`config.mk`:
```
export PLATFORM = sky130hd
export DESIGN_NAME = drtic_top
export DESIGN_NICKNAME = d
export VERILOG_FILES = /design/src/rtl/drtic_pkg.sv /design/src/rtl/drtic_tmr.sv /design/src/rtl/drtic_fsel.sv /design/src/rtl/drtic_top.sv
export VERILOG_INCLUDE_DIRS = /design/src /design/src/rtl
export SDC_FILE = /design/constraint.sdc
export NUM_CORES = 1
export LEC_CHECK = 0
export ABC_AREA = 1
export BUFFER_PORTS_ARGS = -buffer_cell sky130_fd_sc_hd__buf_2
export CELL_PAD_IN_SITES_DETAIL_PLACEMENT = 1
export CELL_PAD_IN_SITES_GLOBAL_PLACEMENT = 1
export CORE_MARGIN = 4
export CORE_UTILIZATION = 48
export CTS_BUF_LIST = sky130_fd_sc_hd__clkbuf_8
export DETAILED_ROUTE_END_ITERATION = 16
export PLACE_DENSITY = 0.88
export SKIP_CTS_REPAIR_TIMING = 1
export SKIP_LAST_GASP = 1
export SLEW_MARGIN = 20
export SYNTH_ARGS = -nofsm -noshare
export SYNTH_HDL_FRONTEND = slang
export SYNTH_HIERARCHICAL = 1
export SYNTH_SLANG_ARGS = --single-unit
```
`constraint.sdc`:
```
create_clock -name core_clk -period 4.2 [get_ports core_clk]
set_input_delay 0.42 -clock core_clk [delete_from_list [all_inputs] [get_ports core_clk]]
set_output_delay 0.42 -clock core_clk [all_outputs]
set_load 0.05 [all_outputs]
```
`src/rtl/drtic_cfg.svh`:
```
`ifndef DRTIC_CFG_SVH
`define DRTIC_CFG_SVH

// Terminal function option codes
`define DRTIC_FC_BYPASS 5'h0E
`define DRTIC_FC_CLEAR 5'h12
`define DRTIC_FC_THERM 5'h13
// Thermistor sensing exists on terminal 5 only
`define DRTIC_THERM_MASK 7'h10
`define DRTIC_TRIP_THERM 8'h23
`define DRTIC_NO_TRIP 8'h00

// Times and derived cycle counts at 25 MHz
`define DRTIC_CLK_KHZ 25000
`define DRTIC_OFF_DLY_MS 1000
`define DRTIC_KEY_WIN_MS 3000
`define DRTIC_WAIT_UNIT_MS 100
`define DRTIC_BLINK_MS 250
`define DRTIC_OFF_DLY_CYC (`DRTIC_OFF_DLY_MS * `DRTIC_CLK_KHZ)
`define DRTIC_KEY_WIN_CYC (`DRTIC_KEY_WIN_MS * `DRTIC_CLK_KHZ)
`define DRTIC_WAIT_UNIT_CYC (`DRTIC_WAIT_UNIT_MS * `DRTIC_CLK_KHZ)
`define DRTIC_BLINK_CYC (`DRTIC_BLINK_MS * `DRTIC_CLK_KHZ)

`define DRTIC_N_TERM 7
`define DRTIC_N_LOUT 3
`define DRTIC_TMR_W 27
`define DRTIC_SEG_A 2'h1

`endif

```
`src/rtl/drtic_pkg.sv`:
```
`include "drtic_cfg.svh"
`default_nettype none

package drtic_pkg;

	typedef logic [4:0] drtic_fcode_t;
	typedef logic [7:0] drtic_tcode_t;

	typedef enum logic [2:0] {
		st_clear,
		st_normal,
		st_bypass,
		st_wait,
		st_match,
		st_trip
	} drtic_state_t;

	typedef struct packed {
		drtic_state_t                 st;
		logic                         fc_prev;
		logic [7:0]                   wait_units;
		logic                         trip;
		drtic_tcode_t                 tcode;
		logic [`DRTIC_N_LOUT-1:0]     lout;
		logic [`DRTIC_N_LOUT-1:0]     hold;
		logic                         motor_on;
		logic                         coast;
		logic                         match_req;
		logic                         zero_start;
		logic                         pwr_rst;
		logic                         key_ack;
		logic [1:0]                   seg;
	} drtic_top_st_t;

endpackage

`default_nettype wire

```
`src/rtl/drtic_tmr.sv`:
```
`timescale 1ns/100ps
`default_nettype none

module drtic_tmr #(
	parameter int         W       = 27,
	parameter logic [W-1:0] LOAD  = W'(1),
	parameter bit         RST_RUN = 1'b0
) (
	// Clock and reset
	input  wire logic     core_clk,
	input  wire logic     sys_rst,
	input  wire logic     clk_en,
	// Control
	input  wire logic     start,
	// Status
	output logic          busy,
	output logic          expire
);

	logic [W-1:0] cnt_r;
	logic [W-1:0] cnt_nxt;

	always_comb begin
		cnt_nxt = cnt_r;
		if (start) begin
			cnt_nxt = LOAD;
		end else if (cnt_r != '0) begin
			cnt_nxt = cnt_r - W'(1);
		end
	end

	always_ff @(posedge core_clk or posedge sys_rst) begin
		if (sys_rst) begin
			cnt_r <= RST_RUN ? LOAD : '0;
		end else if (clk_en) begin
			cnt_r <= cnt_nxt;
		end
	end

	assign busy   = (cnt_r != '0);
	// Independent of start, so a caller reloading on expire forms no loop
	assign expire = clk_en && (cnt_r == W'(1));

endmodule

`default_nettype wire

```
`src/rtl/drtic_fsel.sv`:
```
`timescale 1ns/100ps
`default_nettype none

module drtic_fsel #(
	parameter int                      N         = 7,
	parameter drtic_pkg::drtic_fcode_t CODE      = 5'h00,
	parameter bit           ALLOW_INV = 1'b1,
	parameter logic [N-1:0] MASK      = '1
) (
	// Terminals
	input  wire logic [N-1:0]      term_in,
	input  wire logic [N-1:0]      term_inv,
	input  wire logic [N-1:0][4:0] term_func,
	// Result
	output logic                   active,
	output logic                   assigned,
	output logic                   inv_set
);

	import drtic_pkg::*;

	always_comb begin
		active   = 1'b0;
		assigned = 1'b0;
		inv_set  = 1'b0;
		for (int i = 0; i < N; i++) begin
			if (MASK[i] && term_func[i] == CODE) begin
				assigned = 1'b1;
				inv_set  = inv_set | term_inv[i];
				active   = active | (term_in[i] ^ (ALLOW_INV & term_inv[i]));
			end
		end
	end

endmodule

`default_nettype wire

```
`src/rtl/drtic_top.sv`:
```
// Operation
// RULE1 - Bypass switch function may sit on any of seven inputs by option code.
// RULE2 - Bypass release with run: wait restart time, match frequency, accelerate.
// RULE3 - Low speed or fast voltage decay: start from 0 Hz instead.
// RULE4 - Fault-clear pulse performs reset, cancelling any trip.
// RULE5 - Fault-clear held: motor off, trip cleared, powerup reset applied.
// RULE6 - After alarm reset motor restarts at once if run still active.
// RULE7 - Alternating display while fault-clear held; normal display after release.
// RULE8 - Keypad stop/reset counts as reset only while an alarm exists.
// RULE9 - Fault-clear input is normally open only; inversion not honoured.
// RULE10 - Power-on runs same sequence as a fault-clear pulse.
// RULE11 - With remote operator, own stop/reset key works briefly after powerup.
// RULE12 - Fault-clear during running lets the motor coast.
// RULE13 - Without off delays, motor and logic outputs drop together at once.
// RULE14 - Delayed logic outputs stay on about one second after fault-clear.
// RULE15 - Thermistor sensing only on input terminal 5.
// RULE16 - Over-temperature trips, stops motor, reports thermistor trip code.
// RULE17 - Open thermistor circuit also trips and stops the motor.
// RULE18 - Keypad stop/reset clears thermistor trip once cooled.
// RULE19 - Any trip stays latched until fault-clear, keypad or power-on reset.
`timescale 1ns/100ps
`default_nettype none

`include "drtic_cfg.svh"

module drtic_top #(
	parameter int N_TERM        = `DRTIC_N_TERM,
	parameter int N_LOUT        = `DRTIC_N_LOUT,
	parameter int OFF_DLY_CYC   = `DRTIC_OFF_DLY_CYC,
	parameter int KEY_WIN_CYC   = `DRTIC_KEY_WIN_CYC,
	parameter int WAIT_UNIT_CYC = `DRTIC_WAIT_UNIT_CYC,
	parameter int BLINK_CYC     = `DRTIC_BLINK_CYC
) (
	// Clock, reset, enable
	input  wire logic                   core_clk,
	input  wire logic                   sys_rst,
	input  wire logic                   clk_en,
	// Intelligent input terminals
	input  wire logic [N_TERM-1:0]      term_in,
	input  wire logic [N_TERM-1:0]      term_inv,
	input  wire logic [N_TERM-1:0][4:0] term_func,
	// Drive state and settings
	input  wire logic                   run_cmd,
	input  wire logic [7:0]             restart_wait_time,
	input  wire logic                   speed_below_half,
	input  wire logic                   fast_decay,
	input  wire logic                   freq_match_done,
	// Thermistor and other trips
	input  wire logic                   motor_overtemp_sense,
	input  wire logic                   therm_open,
	input  wire logic                   ext_trip,
	input  wire drtic_pkg::drtic_tcode_t ext_trip_code,
	// Keypad
	input  wire logic                   key_stop_reset,
	input  wire logic                   remote_op_attached,
	// Logic outputs
	input  wire logic [N_LOUT-1:0]      logic_out_req,
	input  wire logic [N_LOUT-1:0]      output_off_delay,
	output logic [N_LOUT-1:0]           logic_out,
	// Motor control
	output logic                        motor_out_en,
	output logic                        motor_coast,
	output logic                        freq_match_req,
	output logic                        zero_hz_start,
	output logic                        powerup_reset,
	// Status and display
	output logic                        trip_active,
	output drtic_pkg::drtic_tcode_t     thermistor_trip_code,
	output logic                        display_alt,
	output logic [1:0]                  display_seg,
	output logic                        keypad_reset_ack,
	output logic                        fc_polarity_err
);

	import drtic_pkg::*;

	drtic_top_st_t r;
	drtic_top_st_t n;

	logic byp;
	logic byp_assigned;
	logic fc;
	logic fc_assigned;
	logic fc_inv;
	logic therm_en;
	logic therm_in_unused;
	logic therm_inv_unused;
	logic trip_req;
	drtic_tcode_t trip_code_req;
	logic key_win_busy;
	logic key_ok;
	logic off_start;
	logic off_busy;
	logic unit_start;
	logic unit_exp;
	logic blink_busy;
	logic blink_start;
	logic blink_exp;

	// Mains-bypass switch on any input [RULE1]
	drtic_fsel #(
		.N         (N_TERM),
		.CODE      (`DRTIC_FC_BYPASS),
		.ALLOW_INV (1'b1)
	) u_sel_byp (
		.term_in   (term_in),
		.term_inv  (term_inv),
		.term_func (term_func),
		.active    (byp),
		.assigned  (byp_assigned),
		.inv_set   ()
	);

	// Fault-clear ignores inversion setting [RULE9]
	drtic_fsel #(
		.N         (N_TERM),
		.CODE      (`DRTIC_FC_CLEAR),
		.ALLOW_INV (1'b0)
	) u_sel_fc (
		.term_in   (term_in),
		.term_inv  (term_inv),
		.term_func (term_func),
		.active    (fc),
		.assigned  (fc_assigned),
		.inv_set   (fc_inv)
	);

	// Thermistor only on terminal 5 [RULE15]
	drtic_fsel #(
		.N         (N_TERM),
		.CODE      (`DRTIC_FC_THERM),
		.ALLOW_INV (1'b0),
		.MASK      (N_TERM'(`DRTIC_THERM_MASK))
	) u_sel_therm (
		.term_in   (term_in),
		.term_inv  (term_inv),
		.term_func (term_func),
		.active    (therm_in_unused),
		.assigned  (therm_en),
		.inv_set   (therm_inv_unused)
	);

	// Keypad window runs from power-on [RULE11]
	drtic_tmr #(
		.W       (`DRTIC_TMR_W),
		.LOAD    (`DRTIC_TMR_W'(KEY_WIN_CYC)),
		.RST_RUN (1'b1)
	) u_key_win (
		.core_clk (core_clk),
		.sys_rst  (sys_rst),
		.clk_en   (clk_en),
		.start    (1'b0),
		.busy     (key_win_busy),
		.expire   ()
	);

	// One second hold of delayed outputs [RULE14]
	drtic_tmr #(
		.W    (`DRTIC_TMR_W),
		.LOAD (`DRTIC_TMR_W'(OFF_DLY_CYC))
	) u_off_dly (
		.core_clk (core_clk),
		.sys_rst  (sys_rst),
		.clk_en   (clk_en),
		.start    (off_start),
		.busy     (off_busy),
		.expire   ()
	);

	// Restart wait unit tick [RULE2]
	drtic_tmr #(
		.W    (`DRTIC_TMR_W),
		.LOAD (`DRTIC_TMR_W'(WAIT_UNIT_CYC))
	) u_wait_unit (
		.core_clk (core_clk),
		.sys_rst  (sys_rst),
		.clk_en   (clk_en),
		.start    (unit_start),
		.busy     (),
		.expire   (unit_exp)
	);

	// Segment alternation period [RULE7]
	drtic_tmr #(
		.W    (`DRTIC_TMR_W),
		.LOAD (`DRTIC_TMR_W'(BLINK_CYC))
	) u_blink (
		.core_clk (core_clk),
		.sys_rst  (sys_rst),
		.clk_en   (clk_en),
		.start    (blink_start),
		.busy     (blink_busy),
		.expire   (blink_exp)
	);

	// Trip sources; open circuit and over-temperature both trip
	always_comb begin
		trip_req      = 1'b0;
		trip_code_req = `DRTIC_NO_TRIP;
		if (ext_trip) begin
			trip_req      = 1'b1;
			trip_code_req = ext_trip_code;
		end
		if (therm_en && (motor_overtemp_sense || therm_open)) begin // [RULE16] [RULE17]
			trip_req      = 1'b1;
			trip_code_req = `DRTIC_TRIP_THERM;
		end
	end

	// Key honoured only during alarm, and in window if remote attached
	assign key_ok = key_stop_reset && r.trip
		&& (!remote_op_attached || key_win_busy); // [RULE8] [RULE11] [RULE18]

	assign off_start   = fc && !r.fc_prev && (logic_out_req & output_off_delay) != '0;
	assign blink_start = fc && (!blink_busy || blink_exp);

	always_comb begin
		n            = r;
		unit_start   = 1'b0;
		n.fc_prev    = fc;
		n.pwr_rst    = 1'b0;
		n.zero_start = 1'b0;
		n.key_ack    = 1'b0;
		n.match_req  = 1'b0;
		case (r.st)
			st_clear: begin
				// Release ends the reset; power-on starts here too
				if (!fc) begin
					n.pwr_rst = 1'b1; // [RULE4] [RULE10]
					n.trip    = 1'b0;
					n.tcode   = `DRTIC_NO_TRIP;
					n.st      = st_normal;
				end
			end
			st_normal: begin
				if (byp) begin
					n.st = st_bypass;
				end
			end
			st_bypass: begin
				if (!byp) begin
					if (run_cmd) begin
						n.wait_units = restart_wait_time; // [RULE2]
						n.st         = st_wait;
						unit_start   = (restart_wait_time != 8'h00);
					end else begin
						n.st = st_normal;
					end
				end
			end
			st_wait: begin
				if (r.wait_units == 8'h00) begin
					n.st = st_match;
				end else if (unit_exp) begin
					n.wait_units = r.wait_units - 8'h01;
					unit_start   = (r.wait_units != 8'h01);
				end
			end
			st_match: begin
				if (speed_below_half || fast_decay) begin
					n.zero_start = 1'b1; // [RULE3]
					n.st         = st_normal;
				end else if (freq_match_done) begin
					n.st = st_normal; // [RULE2]
				end else begin
					n.match_req = 1'b1; // [RULE2]
				end
			end
			st_trip: begin
				if (key_ok) begin
					n.key_ack = 1'b1; // [RULE18]
					n.st      = st_clear;
				end
			end
			default: begin
				n.st = st_clear;
			end
		endcase

		// Latch a new trip; held until some reset [RULE19]
		if (trip_req && r.st != st_clear && n.st != st_clear) begin
			if (!r.trip) begin
				n.tcode = trip_code_req;
			end
			n.trip = 1'b1;
			n.st   = st_trip;
		end

		// Fault-clear held overrides state, trip, trip code and match request [RULE5]
		if (fc) begin
			n.st        = st_clear;
			n.trip      = 1'b0;
			n.tcode     = `DRTIC_NO_TRIP;
			n.match_req = 1'b0;
			unit_start  = 1'b0;
		end

		// Run resumes at once after any reset [RULE6]
		n.motor_on = (n.st == st_normal) && run_cmd;
		n.coast    = (n.st == st_clear) || (n.st == st_bypass)
			|| (n.st == st_wait) || (n.st == st_trip); // [RULE12]

		// Logic outputs under fault-clear
		if (fc && !r.fc_prev) begin
			n.hold = logic_out_req & output_off_delay;
			n.lout = logic_out_req & output_off_delay; // [RULE13] [RULE14]
		end else if (fc) begin
			n.lout = r.hold & {N_LOUT{off_busy}}; // [RULE14]
		end else begin
			n.hold = '0;
			n.lout = logic_out_req;
		end

		// Alternating segments while held, normal after [RULE7]
		if (!fc) begin
			n.seg = 2'h0;
		end else if (!r.fc_prev) begin
			n.seg = `DRTIC_SEG_A;
		end else if (blink_exp) begin
			n.seg = ~r.seg;
		end
	end

	always_ff @(posedge core_clk or posedge sys_rst) begin
		if (sys_rst) begin
			r            <= '0;
			r.st         <= st_clear; // [RULE10]
			r.tcode      <= `DRTIC_NO_TRIP;
		end else if (clk_en) begin
			r <= n;
		end
	end

	assign motor_out_en         = r.motor_on;
	assign motor_coast          = r.coast;
	assign freq_match_req       = r.match_req;
	assign zero_hz_start        = r.zero_start;
	assign powerup_reset        = r.pwr_rst;
	assign trip_active          = r.trip;
	assign thermistor_trip_code = r.tcode;
	assign logic_out            = r.lout;
	assign display_alt          = r.seg != 2'h0;
	assign display_seg          = r.seg;
	assign keypad_reset_ack     = r.key_ack;
	assign fc_polarity_err      = fc_assigned && fc_inv; // [RULE9]

endmodule

`default_nettype wire

```
==> impl_metrics.py <==
metrics = {
    "setup_path": {
        "start_kind": "register",
        "cp_top_family": "simple AND/OR/NAND/NOR gates",
        "critPathSlowestCell": "dfrtp_1",
        "r2r_cells": 16,
        "worstPathCellList": "nor2_1 > nand4_1 > nor2_2 > and3_1 > o21ai_0 > nor2_1 > nor2_1 > nor2_1 > buf_4 > clkinv_1 > buf_4 > nand3_2 > nand2_4 > inv_2 > nand2_1 > o21ai_2",
        "cp_common_cell": "nor2_1",
        "reg2reg_slack_ns": 0.98,
        "cp.arrival_ns": 3.60,
        "r2r-start": "u_wait_unit/cnt_r[19]",
        "critPathMaxStageDelay_ns": 0.44,
        "r2r_end": "u_wait_unit/cnt_r[18]",
        "crit_fanout": 44,
        "required_ns": 4.58,
        "worst-path-buf-inv": 4,
        "worstSetupStartpoint": "u_wait_unit/cnt_r[19]",
        "critical_path_class": "reg2reg",
        "cp.depth": 16,
        "cp-end-kind": "register",
    },
    "clock_tree": {
        "insertion_delay_ns": 0.46,
        "htreeDepth": 4,
        "tritoncts": "built",
        "clock-root-buffer": "clkbuf_8",
        "numCtsBuffers": 17,
        "clock_path_buffers": 2,
        "cts.sinks": 143,
        "clkTransAtPathRegs_ns": 0.09,
    },
    "timing": {
        "max_freq_ghz": 0.311,
        "tightest_slew_ns": 0.833,
        "max_slew_margin": 0.444,
        "hold_viol_final": 0,
        "finalCritPeriodShare": 0.767,
        "finClkSkew_ns": 0.0140,
        "finalSetupTns_ns": 0,
        "post-route-min-period_ns": 3.22,
        "maxSlewViolCount": 0,
        "setup_viol": 0,
        "rsz0062_at_grt": "false",
    },
    "pwr": {
        "leakage_nw": 5.85,
        "pwr-share-comb": 0.504,
        "powerDensity_mw_per_mm2": 614,
        "max-vdd-ir-drop_mv": 0.317,
        "clockPowerShare": 0.161,
        "p_sw_frac": 0.505,
        "seq_power_share": 0.335,
        "p_sw_w": 0.00356,
        "internal-power_w": 0.00348,
    },
    "floorplanning": {
        "rows": 53,
        "die_y_um": 156,
        "floorplan.core_area_mm2": 0.0212,
        "start_util": 0.494,
        "io_pins": 105,
        "die_area_mm2": 0.0243,
        "die_x_um": 156,
    },
    "cells_and_area": {
        "stdcell_area_mm2": 0.0115,
        "seq_area_mm2": 0.00359,
        "postLayoutCoreUtil": 0.540,
        "final_nets": 1758,
        "drive_gt1_frac": 0.160,
        "area_growth_syn_to_layout_pct": 9.31,
        "nFillCells": 2952,
        "multi_input_area_mm2": 0.00586,
    },
    "yosys": {
        "ys_warn_count": 6,
        "synth_area_mm2": 0.0105,
        "avgSynthCellArea_um2": 6.65,
        "syn_inst": 1577,
    },
    "placement": {
        "place_congestion": 0.864,
        "place_area_mm2": 0.0111,
        "io_buffers": 104,
        "dp_hpwl_um": 23300,
    },
    "grt": {
        "antenna_found_initial": 0,
        "grt_usage": 0.266,
        "grt_pass1_wl_um": 53600,
        "grt_pass1_vias": 11100,
        "grt_max_degree": 45,
        "gr-total-overflow": 0,
    },
    "drt": {
        "drt-pass1-iter-count": 5,
        "route.detailed.drc": 0,
        "vias": 10600,
        "ant_nets": 0,
        "dr.first_iter.drc_count": 643,
        "finalWirelength_um": 31600,
        "wire_per_inst_um": 16.2,
        "vias_per_cell": 5.41,
    },
    "hold_path": {
        "hold_class": "in2async",
    },
    "job": {
        "cap_violations": 0,
    },
    "run_status": {
        "status": "completed",
    },
}
[cells in the final DEF (no fill, tap or decap), drive strengths merged, types with 9 or more instances in the layout]
cell	count
ha	9
buf	113
clkbuf	18
o21ai	138
nand3b	12
dfstp	10
nand4	43
nand3	137
nor3	16
a21oi	15
nand2	483
dfrtp	133
xor2	34
or2	9
inv	180
nor2	281
[sequential cells by signal, summed over array words and instances, names as in the netlist]
name	flops
display_seg	2
motor_out_en	1
trip_active	1
u_off_dly/cnt_r	27
u_blink/cnt_r	27
r	15
motor_coast	1
logic_out	3
zero_hz_start	1
powerup_reset	1
thermistor_trip_code	8
freq_match_req	1
u_wait_unit/cnt_r	27
u_key_win/cnt_r	27
keypad_reset_ack	1
[final cells by class]
class / instances / share of cell area
Clock inverter: 14 / 0.0124
Antenna cell: 1 / 0.000218
Tap cell: 275 / 0.0300
Clock buffer: 18 / 0.0216
Inverter: 180 / 0.0601
Sequential cell: 143 / 0.313
Timing Repair Buffer: 113 / 0.0513
Multi-Input combinational cell: 1211 / 0.511
[worst max path at each step]
stage          slack (ns)               endpoint
2_1_floorplan        1.80      u_blink/cnt_r[10]
3_3_place_gp         1.04    u_off_dly/cnt_r[24]
3_5_place_dp         0.79    u_off_dly/cnt_r[24]
4_1_cts              1.05  u_wait_unit/cnt_r[18]
5_1_grt              0.74  u_wait_unit/cnt_r[18]
6_report             0.98  u_wait_unit/cnt_r[18]
[per-layer routing]
metal | routed length (µm) | track usage | vias up | part of all wire
met5 | 0 | 0 | - | 0
met4 | 570 | 0.0734 | 0 | 0.018
met3 | 1410 | 0.0433 | 54 | 0.045
met2 | 15300 | 0.454 | 204 | 0.48
met1 | 14300 | 0.351 | 5131 | 0.45
li1 | - | - | 5193 | -
[through the flow]
step	hold WS, ns	cells	setup slack (ns)	power [W]
2_1_floorplan	0.442	1581	1.80	0.00497
3_3_place_gp	0.448	1922	1.04	0.00566
3_5_place_dp	0.471	1922	0.794	0.00585
4_1_cts	0.0703	1954	1.05	0.00704
5_1_grt	0.0826	1954	0.741	0.00767
6_report	0.0756	1955	0.980	0.00704
[power by group through the flow]
| stage | Sequential (W) | Combinational (W) | Clock [W] |
|---|---|---|---|
| after floorplan | 0.00228 | 0.00269 | 0 |
| after global placement | 0.00234 | 0.00332 | 0 |
| after detailed placement | 0.00237 | 0.00348 | 0 |
| after CTS | 0.00235 | 0.00353 | 0.00116 |
| after global routing | 0.00243 | 0.00402 | 0.00122 |
| final | 0.00236 | 0.00355 | 0.00113 |
Power figures use the tool's default switching activity.
